[src/common/urmc_pkg.sv]
// Package: shared constants and types of the RS-485 / multidrop line control.
// Assumes writable registers sit in byte lane 0 of 32-bit AXI4-Lite words.
package urmc_pkg;
   // Register indices; byte address is four times the index
   localparam int ADDR_W = 8;
   localparam logic [5:0] IDX_FLOW = 6'h0c;
   localparam logic [5:0] IDX_UNICAST = 6'h10;
   localparam logic [5:0] IDX_MULTICAST = 6'h11;
   localparam logic [5:0] IDX_TURNAROUND = 6'h15;
   localparam logic [5:0] IDX_PINSEL = 6'h1a;
   localparam logic [5:0] IDX_STATUS = 6'h20;
   // Field positions
   localparam int FLOW_HDX_BIT = 3;
   localparam int PINSEL_POL_BIT = 3;
   localparam int ST_MATCH_BIT = 0;
   localparam int ST_DIR_BIT = 1;
   localparam int ST_TXEN_BIT = 2;
   localparam int ST_RXEN_BIT = 3;
   localparam int ST_LEVEL_LSB = 4;
   // Reset values
   localparam logic [7:0] FLOW_RST = 8'h00;
   localparam logic [7:0] UNICAST_RST = 8'h00;
   localparam logic [7:0] MULTICAST_RST = 8'h00;
   localparam logic [3:0] TURNAROUND_RST = 4'h0;
   localparam logic [7:0] PINSEL_RST = 8'h00;
   // Pin-function code that selects direction control
   localparam logic [2:0] PINSEL_RS485 = 3'h3;
   // Bus responses
   localparam logic [1:0] RESP_OKAY = 2'h0;
   localparam logic [1:0] RESP_SLVERR = 2'h2;

   typedef enum logic [2:0] {
      FLOW_NONE = 3'b000,
      FLOW_HW = 3'b001,
      FLOW_INBAND = 3'b010,
      FLOW_ADDR_TXON = 3'b011,
      FLOW_ADDR_TXGATE = 3'b100
   } urmc_flow_t;

   typedef enum logic [1:0] {
      DIR_IDLE = 2'b00,
      DIR_LEAD = 2'b01,
      DIR_SEND = 2'b10,
      DIR_HOLD = 2'b11
   } urmc_dir_t;
endpackage

[src/design/urmc_fifo.sv]
// Flip-flop FIFO with valid/ready on both sides.
// Assumes one clock; DEPTH of at least two.
`timescale 1ns/100ps
module urmc_fifo #(
   parameter int WIDTH = 8,
   parameter int DEPTH = 16
) (
   // Clock and reset
   input wire logic clk_sys,
   input wire logic rstn,
   // Fill side
   input wire logic inValid,
   input wire logic [WIDTH-1:0] inData,
   output logic inReady,
   // Drain side
   output logic outValid,
   output logic [WIDTH-1:0] outData,
   input wire logic outReady,
   // Fill level
   output logic [$clog2(DEPTH):0] level
);
   localparam int PW = $clog2(DEPTH);
   logic [WIDTH-1:0] mem [DEPTH];
   logic [PW-1:0] wrPtr;
   logic [PW-1:0] rdPtr;
   logic push;
   logic pop;

   assign inReady = (level != (PW+1)'(DEPTH));
   assign outValid = (level != '0);
   assign push = inValid && inReady;
   assign pop = outValid && outReady;
   assign outData = mem[rdPtr];

   always_ff @(posedge clk_sys) begin
      if (push) begin
         mem[wrPtr] <= inData;
      end
   end

   always_ff @(posedge clk_sys or negedge rstn) begin
      if (!rstn) begin
         wrPtr <= '0;
         rdPtr <= '0;
         level <= '0;
      end else begin
         if (push) begin
            wrPtr <= (wrPtr == PW'(DEPTH - 1)) ? '0 : wrPtr + 1'b1;
         end
         if (pop) begin
            rdPtr <= (rdPtr == PW'(DEPTH - 1)) ? '0 : rdPtr + 1'b1;
         end
         if (push && !pop) begin
            level <= level + 1'b1;
         end else if (pop && !push) begin
            level <= level - 1'b1;
         end
      end
   end
endmodule // urmc_fifo

[src/design/urmc_line_ctl.sv]
// Line control of one UART channel: RS-485 direction, multidrop match,
// half-duplex receive gating, receive FIFO, AXI4-Lite registers.
// Assumes txActive covers start to last stop bit and bitTick pulses once per bit.
// Behaviour
// - Direction output goes active before the transmitter starts its first bit.
// - With no delay, direction releases right after the last stop bit.
// - Pin-select bit 3 sets the active level of the direction output.
// - Release is postponed by 1 to 15 bit periods from the delay register.
// - Flow modes 3 and 4 select the two address-matching receive modes.
// - Unicast register holds own address, multicast register a shared group address.
// - Ninth bit one marks an address; match on unicast or multicast equality.
// - Matching address is dropped; following data characters enter the receive FIFO.
// - A non-matching address disables the receiver.
// - Flow mode 3 keeps the transmitter always enabled.
// - Flow mode 4 enables the transmitter only while an address match holds.
// - Flow bit 3 ignores receive input while the transmitter is sending.
// - Flow mode 001 is hardware handshake, 010 in-band character flow control.
//
// Design decisions made here: register access over AXI4-Lite and the register addresses.
`timescale 1ns/100ps
module urmc_line_ctl
   import urmc_pkg::*;
#(
   parameter int FIFO_DEPTH = 16,
   parameter int DATA_W = 8
) (
   // Clock and reset
   input wire logic clk_sys,
   input wire logic rstn,
   // AXI4-Lite write
   input wire logic [ADDR_W-1:0] s_axi_awaddr,
   input wire logic s_axi_awvalid,
   output logic s_axi_awready,
   input wire logic [31:0] s_axi_wdata,
   input wire logic [3:0] s_axi_wstrb,
   input wire logic s_axi_wvalid,
   output logic s_axi_wready,
   output logic [1:0] s_axi_bresp,
   output logic s_axi_bvalid,
   input wire logic s_axi_bready,
   // AXI4-Lite read
   input wire logic [ADDR_W-1:0] s_axi_araddr,
   input wire logic s_axi_arvalid,
   output logic s_axi_arready,
   output logic [31:0] s_axi_rdata,
   output logic [1:0] s_axi_rresp,
   output logic s_axi_rvalid,
   input wire logic s_axi_rready,
   // Transmit shift path
   input wire logic txPending,
   input wire logic txActive,
   input wire logic bitTick,
   output logic txStartGrant,
   output logic txEnable,
   // Receive shift path
   input wire logic rxCharValid,
   input wire logic [DATA_W-1:0] rxChar,
   input wire logic rxNinth,
   output logic rxCharReady,
   // Receive FIFO drain
   output logic rxOutValid,
   output logic [DATA_W-1:0] rxOutData,
   input wire logic rxOutReady,
   // Line and flow control
   output logic directionCtlPin,
   output logic rxEnable,
   output logic hwFlowEn,
   output logic swFlowEn
);
   localparam int LW = $clog2(FIFO_DEPTH) + 1;

   logic [7:0] flowCtl;
   logic [7:0] unicastAddr;
   logic [7:0] multicastAddr;
   logic [3:0] turnaroundDelay;
   logic [7:0] pinSel;
   urmc_flow_t flowMode;
   urmc_dir_t dirState;
   urmc_dir_t next_dirState;
   logic [3:0] holdCnt;
   logic matched;
   logic rs485On;
   logic polHigh;
   logic dirActive;
   logic addrMode;
   logic isAddr;
   logic addrHit;
   logic hdxBlock;
   logic rxDrop;
   logic fifoPush;
   logic fifoInReady;
   logic [LW-1:0] fifoLevel;
   logic wrGo;
   logic rdGo;
   logic [5:0] wrIdx;
   logic [5:0] rdIdx;
   logic [31:0] rdValue;
   logic rdHit;
   logic wrHit;

   // Register bus
   assign wrIdx = s_axi_awaddr[ADDR_W-1:2];
   assign rdIdx = s_axi_araddr[ADDR_W-1:2];
   assign wrGo = s_axi_awvalid && s_axi_wvalid && !s_axi_bvalid;
   assign s_axi_awready = wrGo;
   assign s_axi_wready = wrGo;
   assign rdGo = s_axi_arvalid && !s_axi_rvalid;
   assign s_axi_arready = !s_axi_rvalid;

   always_comb begin
      case (wrIdx)
         IDX_FLOW, IDX_UNICAST, IDX_MULTICAST, IDX_TURNAROUND, IDX_PINSEL: wrHit = 1'b1;
         default: wrHit = 1'b0;
      endcase
   end

   always_comb begin
      rdHit = 1'b1;
      rdValue = '0;
      case (rdIdx)
         IDX_FLOW: rdValue[7:0] = flowCtl;
         IDX_UNICAST: rdValue[7:0] = unicastAddr;
         IDX_MULTICAST: rdValue[7:0] = multicastAddr;
         IDX_TURNAROUND: rdValue[3:0] = turnaroundDelay;
         IDX_PINSEL: rdValue[7:0] = pinSel;
         IDX_STATUS: begin
            rdValue[ST_MATCH_BIT] = matched;
            rdValue[ST_DIR_BIT] = dirActive;
            rdValue[ST_TXEN_BIT] = txEnable;
            rdValue[ST_RXEN_BIT] = rxEnable;
            rdValue[ST_LEVEL_LSB +: LW] = fifoLevel;
         end
         default: rdHit = 1'b0;
      endcase
   end

   always_ff @(posedge clk_sys or negedge rstn) begin
      if (!rstn) begin
         flowCtl <= FLOW_RST;
         unicastAddr <= UNICAST_RST;
         multicastAddr <= MULTICAST_RST;
         turnaroundDelay <= TURNAROUND_RST;
         pinSel <= PINSEL_RST;
      end else if (wrGo && s_axi_wstrb[0]) begin
         case (wrIdx)
            IDX_FLOW: flowCtl <= {4'h0, s_axi_wdata[3:0]};
            IDX_UNICAST: unicastAddr <= s_axi_wdata[7:0];
            IDX_MULTICAST: multicastAddr <= s_axi_wdata[7:0];
            IDX_TURNAROUND: turnaroundDelay <= s_axi_wdata[3:0];
            IDX_PINSEL: pinSel <= {4'h0, s_axi_wdata[3:0]};
            default: ;
         endcase
      end
   end

   always_ff @(posedge clk_sys or negedge rstn) begin
      if (!rstn) begin
         s_axi_bvalid <= 1'b0;
         s_axi_bresp <= RESP_OKAY;
      end else if (wrGo) begin
         s_axi_bvalid <= 1'b1;
         s_axi_bresp <= wrHit ? RESP_OKAY : RESP_SLVERR;
      end else if (s_axi_bready) begin
         s_axi_bvalid <= 1'b0;
      end
   end

   always_ff @(posedge clk_sys or negedge rstn) begin
      if (!rstn) begin
         s_axi_rvalid <= 1'b0;
         s_axi_rdata <= '0;
         s_axi_rresp <= RESP_OKAY;
      end else if (rdGo) begin
         s_axi_rvalid <= 1'b1;
         s_axi_rdata <= rdValue;
         s_axi_rresp <= rdHit ? RESP_OKAY : RESP_SLVERR;
      end else if (s_axi_rready) begin
         s_axi_rvalid <= 1'b0;
      end
   end

   // Mode decode
   assign flowMode = urmc_flow_t'(flowCtl[2:0]);
   assign addrMode = (flowMode == FLOW_ADDR_TXON) || (flowMode == FLOW_ADDR_TXGATE);
   assign hwFlowEn = (flowMode == FLOW_HW);
   assign swFlowEn = (flowMode == FLOW_INBAND);
   assign rs485On = (pinSel[2:0] == PINSEL_RS485);
   assign polHigh = pinSel[PINSEL_POL_BIT];
   assign txEnable = (flowMode != FLOW_ADDR_TXGATE) || matched;

   // Direction control sequence
   always_comb begin
      next_dirState = dirState;
      case (dirState)
         DIR_IDLE: begin
            if (rs485On && txPending && txEnable) begin
               next_dirState = DIR_LEAD;
            end
         end
         DIR_LEAD: next_dirState = DIR_SEND;
         DIR_SEND: begin
            if (!txActive && !txPending) begin
               next_dirState = (turnaroundDelay == 4'h0) ? DIR_IDLE : DIR_HOLD;
            end
         end
         DIR_HOLD: begin
            if (!rs485On) begin
               next_dirState = DIR_IDLE;
            end else if (txPending && txEnable) begin
               next_dirState = DIR_SEND;
            end else if (bitTick && holdCnt == turnaroundDelay - 4'h1) begin
               next_dirState = DIR_IDLE;
            end
         end
         default: next_dirState = DIR_IDLE;
      endcase
   end

   always_ff @(posedge clk_sys or negedge rstn) begin
      if (!rstn) begin
         dirState <= DIR_IDLE;
      end else begin
         dirState <= next_dirState;
      end
   end

   always_ff @(posedge clk_sys or negedge rstn) begin
      if (!rstn) begin
         holdCnt <= 4'h0;
      end else if (dirState != DIR_HOLD) begin
         holdCnt <= 4'h0;
      end else if (bitTick) begin
         holdCnt <= holdCnt + 4'h1;
      end
   end

   always_ff @(posedge clk_sys or negedge rstn) begin
      if (!rstn) begin
         directionCtlPin <= 1'b1;
      end else begin
         directionCtlPin <= (next_dirState != DIR_IDLE) ~^ polHigh;
      end
   end

   assign dirActive = (dirState != DIR_IDLE);
   assign txStartGrant = rs485On ? (dirState == DIR_SEND && txEnable) : txEnable;

   // Receive filtering
   assign hdxBlock = flowCtl[FLOW_HDX_BIT] && txActive;
   assign isAddr = addrMode && rxNinth;
   assign addrHit = (rxChar == unicastAddr) || (rxChar == multicastAddr);
   assign rxEnable = !addrMode || matched;
   assign rxDrop = hdxBlock || isAddr || !rxEnable;
   assign rxCharReady = fifoInReady || rxDrop;
   assign fifoPush = rxCharValid && !rxDrop;

   always_ff @(posedge clk_sys or negedge rstn) begin
      if (!rstn) begin
         matched <= 1'b0;
      end else if (rxCharValid && !hdxBlock && isAddr) begin
         matched <= addrHit;
      end
   end

   urmc_fifo #(
      .WIDTH(DATA_W),
      .DEPTH(FIFO_DEPTH)
   ) u_rxFifo (
      .clk_sys(clk_sys),
      .rstn(rstn),
      .inValid(fifoPush),
      .inData(rxChar),
      .inReady(fifoInReady),
      .outValid(rxOutValid),
      .outData(rxOutData),
      .outReady(rxOutReady),
      .level(fifoLevel)
   );
endmodule // urmc_line_ctl

[config.mk]
export PLATFORM = sky130hd
export DESIGN_NAME = urmc_line_ctl
export DESIGN_NICKNAME = d
export VERILOG_FILES = /design/src/common/urmc_pkg.sv /design/src/design/urmc_fifo.sv /design/src/design/urmc_line_ctl.sv
export SDC_FILE = /design/constraint.sdc
export NUM_CORES = 1
export LEC_CHECK = 0
export BUFFER_PORTS_ARGS = -buffer_cell sky130_fd_sc_hd__buf_2
export CORE_ASPECT_RATIO = 0.9
export CORE_UTILIZATION = 40
export DETAILED_ROUTE_END_ITERATION = 10
export PLACE_DENSITY = 0.62
export SYNTH_ARGS = -nofsm -noshare
export SYNTH_HDL_FRONTEND = slang
export SYNTH_SLANG_ARGS = --single-unit
[constraint.sdc]
create_clock -name clk_sys -period 3.3 [get_ports clk_sys]
set_input_delay 0.66 -clock clk_sys [delete_from_list [all_inputs] [get_ports clk_sys]]
set_output_delay 0.66 -clock clk_sys [all_outputs]
set_load 0.02 [all_outputs]
==> results of run 1 <==
==> final timing paths <==
path / startpoint / to / cells after the start
min in group clk_sys: s_axi_rready / s_axi_rvalid$_DFFE_PN0P_ / 2
min reg2reg: s_axi_rdata[8]$_DFFE_PN0P_ / s_axi_rdata[8]$_DFFE_PN0P_ / 2
min: rstn / s_axi_rvalid$_DFFE_PN0P_ / 1
max in group asynchronous: rstn / directionCtlPin$_DFF_PN1_ / 2
max: u_rxFifo.rdPtr[0]$_DFFE_PN0P_ / rxOutData[6] / 4
max reg2reg: u_rxFifo.level[0]$_DFFE_PN0P_ / u_rxFifo.level[4]$_DFFE_PN0P_ / 11
==> worst register-to-register path: stages (launching register included) <==
cell and delay (ns):
dfrtp_1 0.46, nor4_1 0.48, nand2b_1 0.21, nand2_1 0.21
ha_1 0.21, inv_1 0.11, fa_1 0.42, a21o_1 0.18
a21oi_1 0.18, xnor2_1 0.13, nor2_1 0.06, xor2_1 0.14
==> cells in the final DEF (no fill, tap or decap), drive strengths merged, types with 5 or more instances in the layout <==
| master | Yosys | layout |
|---|---|---|
| a21oi | 11 | 11 |
| buf | 36 | 95 |
| clkbuf | 9 | 18 |
| clkinv | 0 | 5 |
| conb | 1 | 25 |
| dfrtp | 61 | 61 |
| edfxtp | 128 | 128 |
| ha | 12 | 12 |
| inv | 8 | 13 |
| mux2 | 32 | 32 |
| mux2i | 6 | 6 |
| mux4 | 40 | 40 |
| nand2 | 32 | 32 |
| nand2b | 9 | 9 |
| nand3 | 16 | 16 |
| nor2 | 35 | 35 |
| nor3 | 8 | 8 |
| nor4 | 6 | 6 |
| o21ai | 12 | 12 |
| xnor2 | 8 | 8 |
| xor2 | 25 | 25 |
==> logic make-up after synthesis <==
group	count (synthesis)	share of synthesized area, %
flops	190	63.45
simple gates	128	7.621
mux	78	15.54
buf+inv	53	3.796
compound gates	51	4.149
xor+xnor	33	3.399
fa+ha+maj	13	2.001
other cells	1	0.04409
==> power by group through the flow <==
stage               sequential [mW]  clock [mW]  combinational, mW
finish                         3.03        2.00               1.99
global route                   3.06        2.13               2.16
CTS                            3.03        2.04               2.03
detailed placement             3.08           0               2.03
global placement               3.06           0               1.97
floorplan                      2.98           0               1.51
==> sequential cells by signal, summed over array words and instances (netlist names), 2 cells and up <==
name             cells
dirState             2
holdCnt              4
unicastAddr          8
u_rxFifo.rdPtr       4
s_axi_rdata          9
flowCtl              4
turnaroundDelay      4
u_rxFifo.level       5
multicastAddr        8
u_rxFifo.mem       128
pinSel               4
u_rxFifo.wrPtr       4
==> cell type report <==
type / count / area (um2)
antenna: 1 / 2.502
clock buffer: 18 / 429.2
clock inverter: 14 / 152.6
fill: 1812 / 11040
inverter: 8 / 30.03
multi-input combinational: 328 / 2875
sequential: 190 / 5398
tap: 286 / 357.8
timing repair buffer: 95 / 543.0
==> cell usage after synthesis (8+ instances only) <==
cell type | number | share of area, %
edfxtp_1 | 128 | 45
dfrtp_1 | 61 | 18
mux4_2 | 40 | 11
nor2_1 | 34 | 1.5
mux2_2 | 32 | 4.2
nand2_1 | 31 | 1.4
buf_4 | 28 | 2.5
xor2_1 | 25 | 2.6
nand3_1 | 16 | 0.94
ha_1 | 12 | 1.8
o21ai_0 | 12 | 0.71
a21oi_1 | 10 | 0.59
clkbuf_1 | 9 | 0.40
nand2b_1 | 9 | 0.66
inv_1 | 8 | 0.35
nor3_1 | 8 | 0.47
xnor2_1 | 8 | 0.82
==> metrics by stage <==
stage	hold WS (ns)	utilization, %	instances	power (mW)
floorplan	0.3644	-	571	4.489
global placement	0.4588	44.18	907	5.029
detailed placement	0.4597	44.18	907	5.103
CTS	0.3632	46.97	939	7.102
global route	0.3821	46.97	939	7.352
finish	0.3462	46.99	940	7.024
==> routing by layer <==
layer | GRT usage [%] | share of wire [%] | wire length, um | up-vias
met1 | 22.88 | 43 | 7870 | 2533
li1 | - | - | - | 2230
met4 | 6.708 | 1.3 | 244 | 0
met5 | 0 | 0 | 0 | -
met3 | 3.465 | 5.4 | 973 | 19
met2 | 29.97 | 50 | 9040 | 139
==> key figures, run 1 <==
Logic synthesis
  – Post-Syn Area: 8504 um2
  – Cells after synthesis: 547
  – Yosys reg bits: 190
  – Top FF cell, synth: edfxtp_1
  – Mean Syn Cell Area: 15.55 um2
  – Post-synth EDFFs: 128
  – Netlist cell types: 59
  – Yosys synthesis warning count: 0
  – Sequential share of the synthesized area: 63.45%
  – Async SR Flop Fraction: 32.63%

Drt
  – Routed wire length: 18130 um
  – Final ANT Viol Nets: 0
  – DR iter-0 viols: 362
  – Initial DRT Pass Iterations: 5
  – DRC Markers: 0
  – Routed vias: 4921
  – WL/cell: 19.29 um
  – Vias/cell: 5.235

STA
  – Max Fclk: 327.7 MHz
  – RSZ-0062 raised after global routing: false
  – Final setup vio count: 0
  – Tcrit/Tclk final: 92.48%
  – TNS Setup: 0 ns
  – Post-layout minimum cycle time: 3.052 ns
  – Clock Skew: 0.01520 ns
  – Hold violation total from the final report: 0
  – Slew Limit Fails: 0
  – Final worst slack: 0.2483 ns
  – Worst Tran Pin Value: 0.9024 ns
  – Slew headroom: 38.99%

Die
  – Die Y: 140.3 um
  – Site Rows: 50
  – Core footprint: 20830 um2
  – Die area: 21850 um2
  – Initial Utilization: 40.82%
  – Die width: 155.7 um
  – I/O pin count: 130

Final layout
  – Share of cells above drive strength 1: 31.70%
  – Layout Area Growth over Synthesis: 15.09%
  – Total Nets Final: 726
  – Finished Cell Area: 9788 um2

Critical path
  – WP buf/inv: 2
  – R2r setup slk: 0.40 ns
  – Critical Path RT: 2.64 ns
  – Crit end category: primary output
  – Critical-path cell list: buf_12, mux4_2, mux4_2, buf_2
  – Critical path's largest stage delay: 0.59 ns
  – CP max-delay cell: mux4_2
  – CP max FO: 37
  – CP Data Arrival Time: 2.39 ns
  – Startpoint Class: flop
  – Most used cell, CP: mux4_2
  – Crit Path Class: flop to primary output
  – Critical path's top delay family: multiplexers

Global routing
  – Vias in the first global route: 5141
  – Grt ovf: 0
  – Largest net degree at the start of global routing: 40
  – Total track usage: 17.83%
  – First-pass GRT wire length: 28730 um
  – Initial antenna violation count: 2

Pwr
  – Peak VDD IR: 0.3591 mV
  – Switching share of total power: 31.49%
  – Sw Pwr: 2.212 mW
  – Clock power share: 28.5%
  – Leakage: 3.800 nW
  – Pwr/cell area: 717.6 nW/um2
  – Sequential Power Share: 43.1%
  – Comb power frac: 28.4%
  – Pint: 4.812 mW

CTS
  – CTS tree: built
  – Post-CTS sizing: 0
  – TritonCTS buffer count: 17
  – Root buffer cell: clkbuf_16
  – Hold_buf cts: 0
  – Clk slew on worst S/H paths: 0.07 ns
  – Worst-skew pair later-pin latency: 0.44 ns
  – Post-CTS Setup Inserts: 0
  – CTS Buffer Depth: 2
  – # H-tree levels: 4
  – Sink Count: 190

Placement
  – Dpl hpwl: 12530 um
  – Placed inst area: 9204 um2
  – Port buffer count: 73
  – Final Wtd Congestion: 0.8616
  – Setup WS pre-CTS: 0.3678 ns

Worst hold path
  – Hold WC Path Type: input port to asynchronous set/reset pin

Flow run
  – MaxCap Viol Count: 0

Run status
  – Outcome: finished clean
Note: power is estimated with default switching activity, not from simulation.
==> inputs of run 2 (changes only) <==
--- a/config.mk
+++ b/config.mk
@@ -7,7 +7,9 @@
 export LEC_CHECK = 0
 export BUFFER_PORTS_ARGS = -buffer_cell sky130_fd_sc_hd__buf_2
 export CORE_ASPECT_RATIO = 0.9
+export CORE_MARGIN = 1.5
 export CORE_UTILIZATION = 40
+export CTS_BUF_LIST = sky130_fd_sc_hd__clkbuf_16
 export DETAILED_ROUTE_END_ITERATION = 10
 export PLACE_DENSITY = 0.62
 export SYNTH_ARGS = -nofsm -noshare
==> run 2 against run 1 <==
Net effect: largest cell class unchanged; maximum frequency decreased by 3.8%; cell count decreased by 0.11%; power increased by 2.0%; setup slack got worse by 0.12 ns.
==> key figures, run 2 (synthesized netlist as in run 1, its figures left out) <==
Critical path
  – CP Data Arrival Time: 2.51 ns
  – Reg2Reg Depth: 11
  – Crit path to: rxOutData[6]
  – CP Launch Point: u_rxFifo.rdPtr[0]$_DFFE_PN0P_
  – R2r setup slk: 0.34 ns
  – Worst reg2reg startpoint: u_rxFifo.level[0]$_DFFE_PN0P_
  – Critical Path RT: 2.64 ns
  – Startpoint Class: flop
  – Crit Path Class: flop to primary output
  – CP max FO: 14
  – Crit end category: primary output
  – FF-to-FF End: u_rxFifo.level[4]$_DFFE_PN0P_

Final layout
  – Commonest non-fill, non-tap cell in the layout: edfxtp_1
  – Multi-input gate area in the final layout: 2875 um2
  – Layout Area Growth over Synthesis: 15.46%
  – Filler cells: 1788
  – Largest Register: u_rxFifo.mem
  – Most frequent cells in the layout: edfxtp_1 (128), buf_2 (73), dfrtp_1 (60), mux4_2 (40), nor2_1 (34)
  – Post-route core utilization: 47.14%
  – Non-filler cells, final: 939
  – Register Area: 5400 um2
  – Finished Cell Area: 9819 um2
  – Biggest regs: u_rxFifo.mem: 128 flops, s_axi_rdata: 9 flops
  – Total Nets Final: 725
  – Largest register FFs: 128
  – Share of cells above drive strength 1: 32.06%

Pwr
  – Peak VDD IR: 0.3844 mV
  – Tot Pwr: 7.161 mW
  – Pwr/cell area: 729.3 nW/um2
  – Leakage: 3.823 nW

Global routing
  – Initial antenna violation count: 2
  – Largest net degree at the start of global routing: 37
  – First-pass GRT wire length: 27540 um
  – Total track usage: 16.80%
  – Grt ovf: 0
  – Vias in the first global route: 4886

Die
  – Site Rows: 50
  – Die Y: 141.3 um
  – Initial Utilization: 40.82%
  – Die width: 156.7 um
  – Die area: 22150 um2
  – I/O pin count: 130
  – Core footprint: 20830 um2

Placement
  – Placed Cells: 906
  – Setup WS pre-CTS: 0.3281 ns
  – Placed inst area: 9196 um2
  – Port buffer count: 73
  – Final Wtd Congestion: 0.8950
  – Dpl hpwl: 12340 um

Drt
  – DRC Markers: 0
  – Vias/cell: 5.210
  – Routed wire length: 17780 um
  – Initial DRT Pass Iterations: 5
  – DR iter-0 viols: 356
  – Routed vias: 4892
  – Final ANT Viol Nets: 0
  – WL/cell: 18.94 um

CTS
  – Root buffer cell: clkbuf_16
  – TritonCTS buffer count: 17
  – CTS tree: built
  – CTS Buffer Depth: 2
  – Worst-skew pair later-pin latency: 0.43 ns
  – Clk slew on worst S/H paths: 0.07 ns
  – Sink Count: 190
  – # H-tree levels: 4

STA
  – Slew headroom: 41.46%
  – Clock Skew: 0.01242 ns
  – Worst Tran Pin Value: 0.8659 ns
  – Final setup vio count: 0
  – Hold violation total from the final report: 0
  – TNS Setup: 0 ns
  – Final worst slack: 0.1287 ns
  – Slew Limit Fails: 0
  – Tcrit/Tclk final: 96.10%
  – Post-layout minimum cycle time: 3.171 ns
  – Max Fclk: 315.3 MHz
  – Hold Slack: 0.3152 ns
  – RSZ-0062 raised after global routing: false

Worst hold path
  – Hold WC Path Type: input port to asynchronous set/reset pin

Flow run
  – MaxCap Viol Count: 0

Run status
  – Outcome: finished clean
-- run 2: cell count changes in the layout (fill, tap and decap cells not counted) --
cell	previous run	this run
dfrtp_4	0	1
buf_4	21	20
clkinvlp_4	3	1
clkinv_2	0	2
dfrtp_2	1	0
clkinv_1	2	0
clkbuf_1	1	0
bufinv_16	1	2
inv_8	3	5
-- run 2: worst min path at each step --
stage,end,slack [ns],depth (start not counted)
floorplan,dirState[0]$_DFF_PN0_,0.36,0
global placement,s_axi_rdata[8]$_DFFE_PN0P_,0.46,2
detailed placement,s_axi_rresp[1]$_DFFE_PN0P_,0.46,2
CTS,s_axi_rdata[8]$_DFFE_PN0P_,0.33,1
global route,u_rxFifo.level[4]$_DFFE_PN0P_,0.36,1
finish,s_axi_rdata[8]$_DFFE_PN0P_,0.32,1
-- run 2: layout make-up --
cell class	instances	area share [%]
diodes	1	0.02548
clock buffers	17	4.332
clock inverters	15	1.962
inverters	8	0.3058
multi-input cells	328	29.28
flip-flops and latches	190	54.99
well taps	286	3.644
repair buffers	94	5.454
-- run 2: critical path, stage by stage, from the launching register on --
cell     delay [ns]
dfrtp_4        0.63
buf_4          0.26
mux4_2         0.55
mux4_2         0.46
buf_2          0.17
-- run 2: power by group --
group          internal, mW  switching [mW]
Sequential             2.81           0.265
Combinational         0.943            1.01
Clock                  1.16           0.970
Total                  4.92            2.25
-- run 2: routing by layer --
layer | part of all wire [%] | routed length, um | track usage (%)
met4 | 0.90 | 160 | 5.213
met5 | 0.096 | 17 | 0
met2 | 49 | 8737 | 26.99
met1 | 45 | 8012 | 22.90
met3 | 4.8 | 855 | 3.665
-- run 2: repair_timing --
action	CTS	global route
buffers inserted	0	0
setup endpoints to repair	6	0
gates resized for setup	1	0
hold buffers	0	0
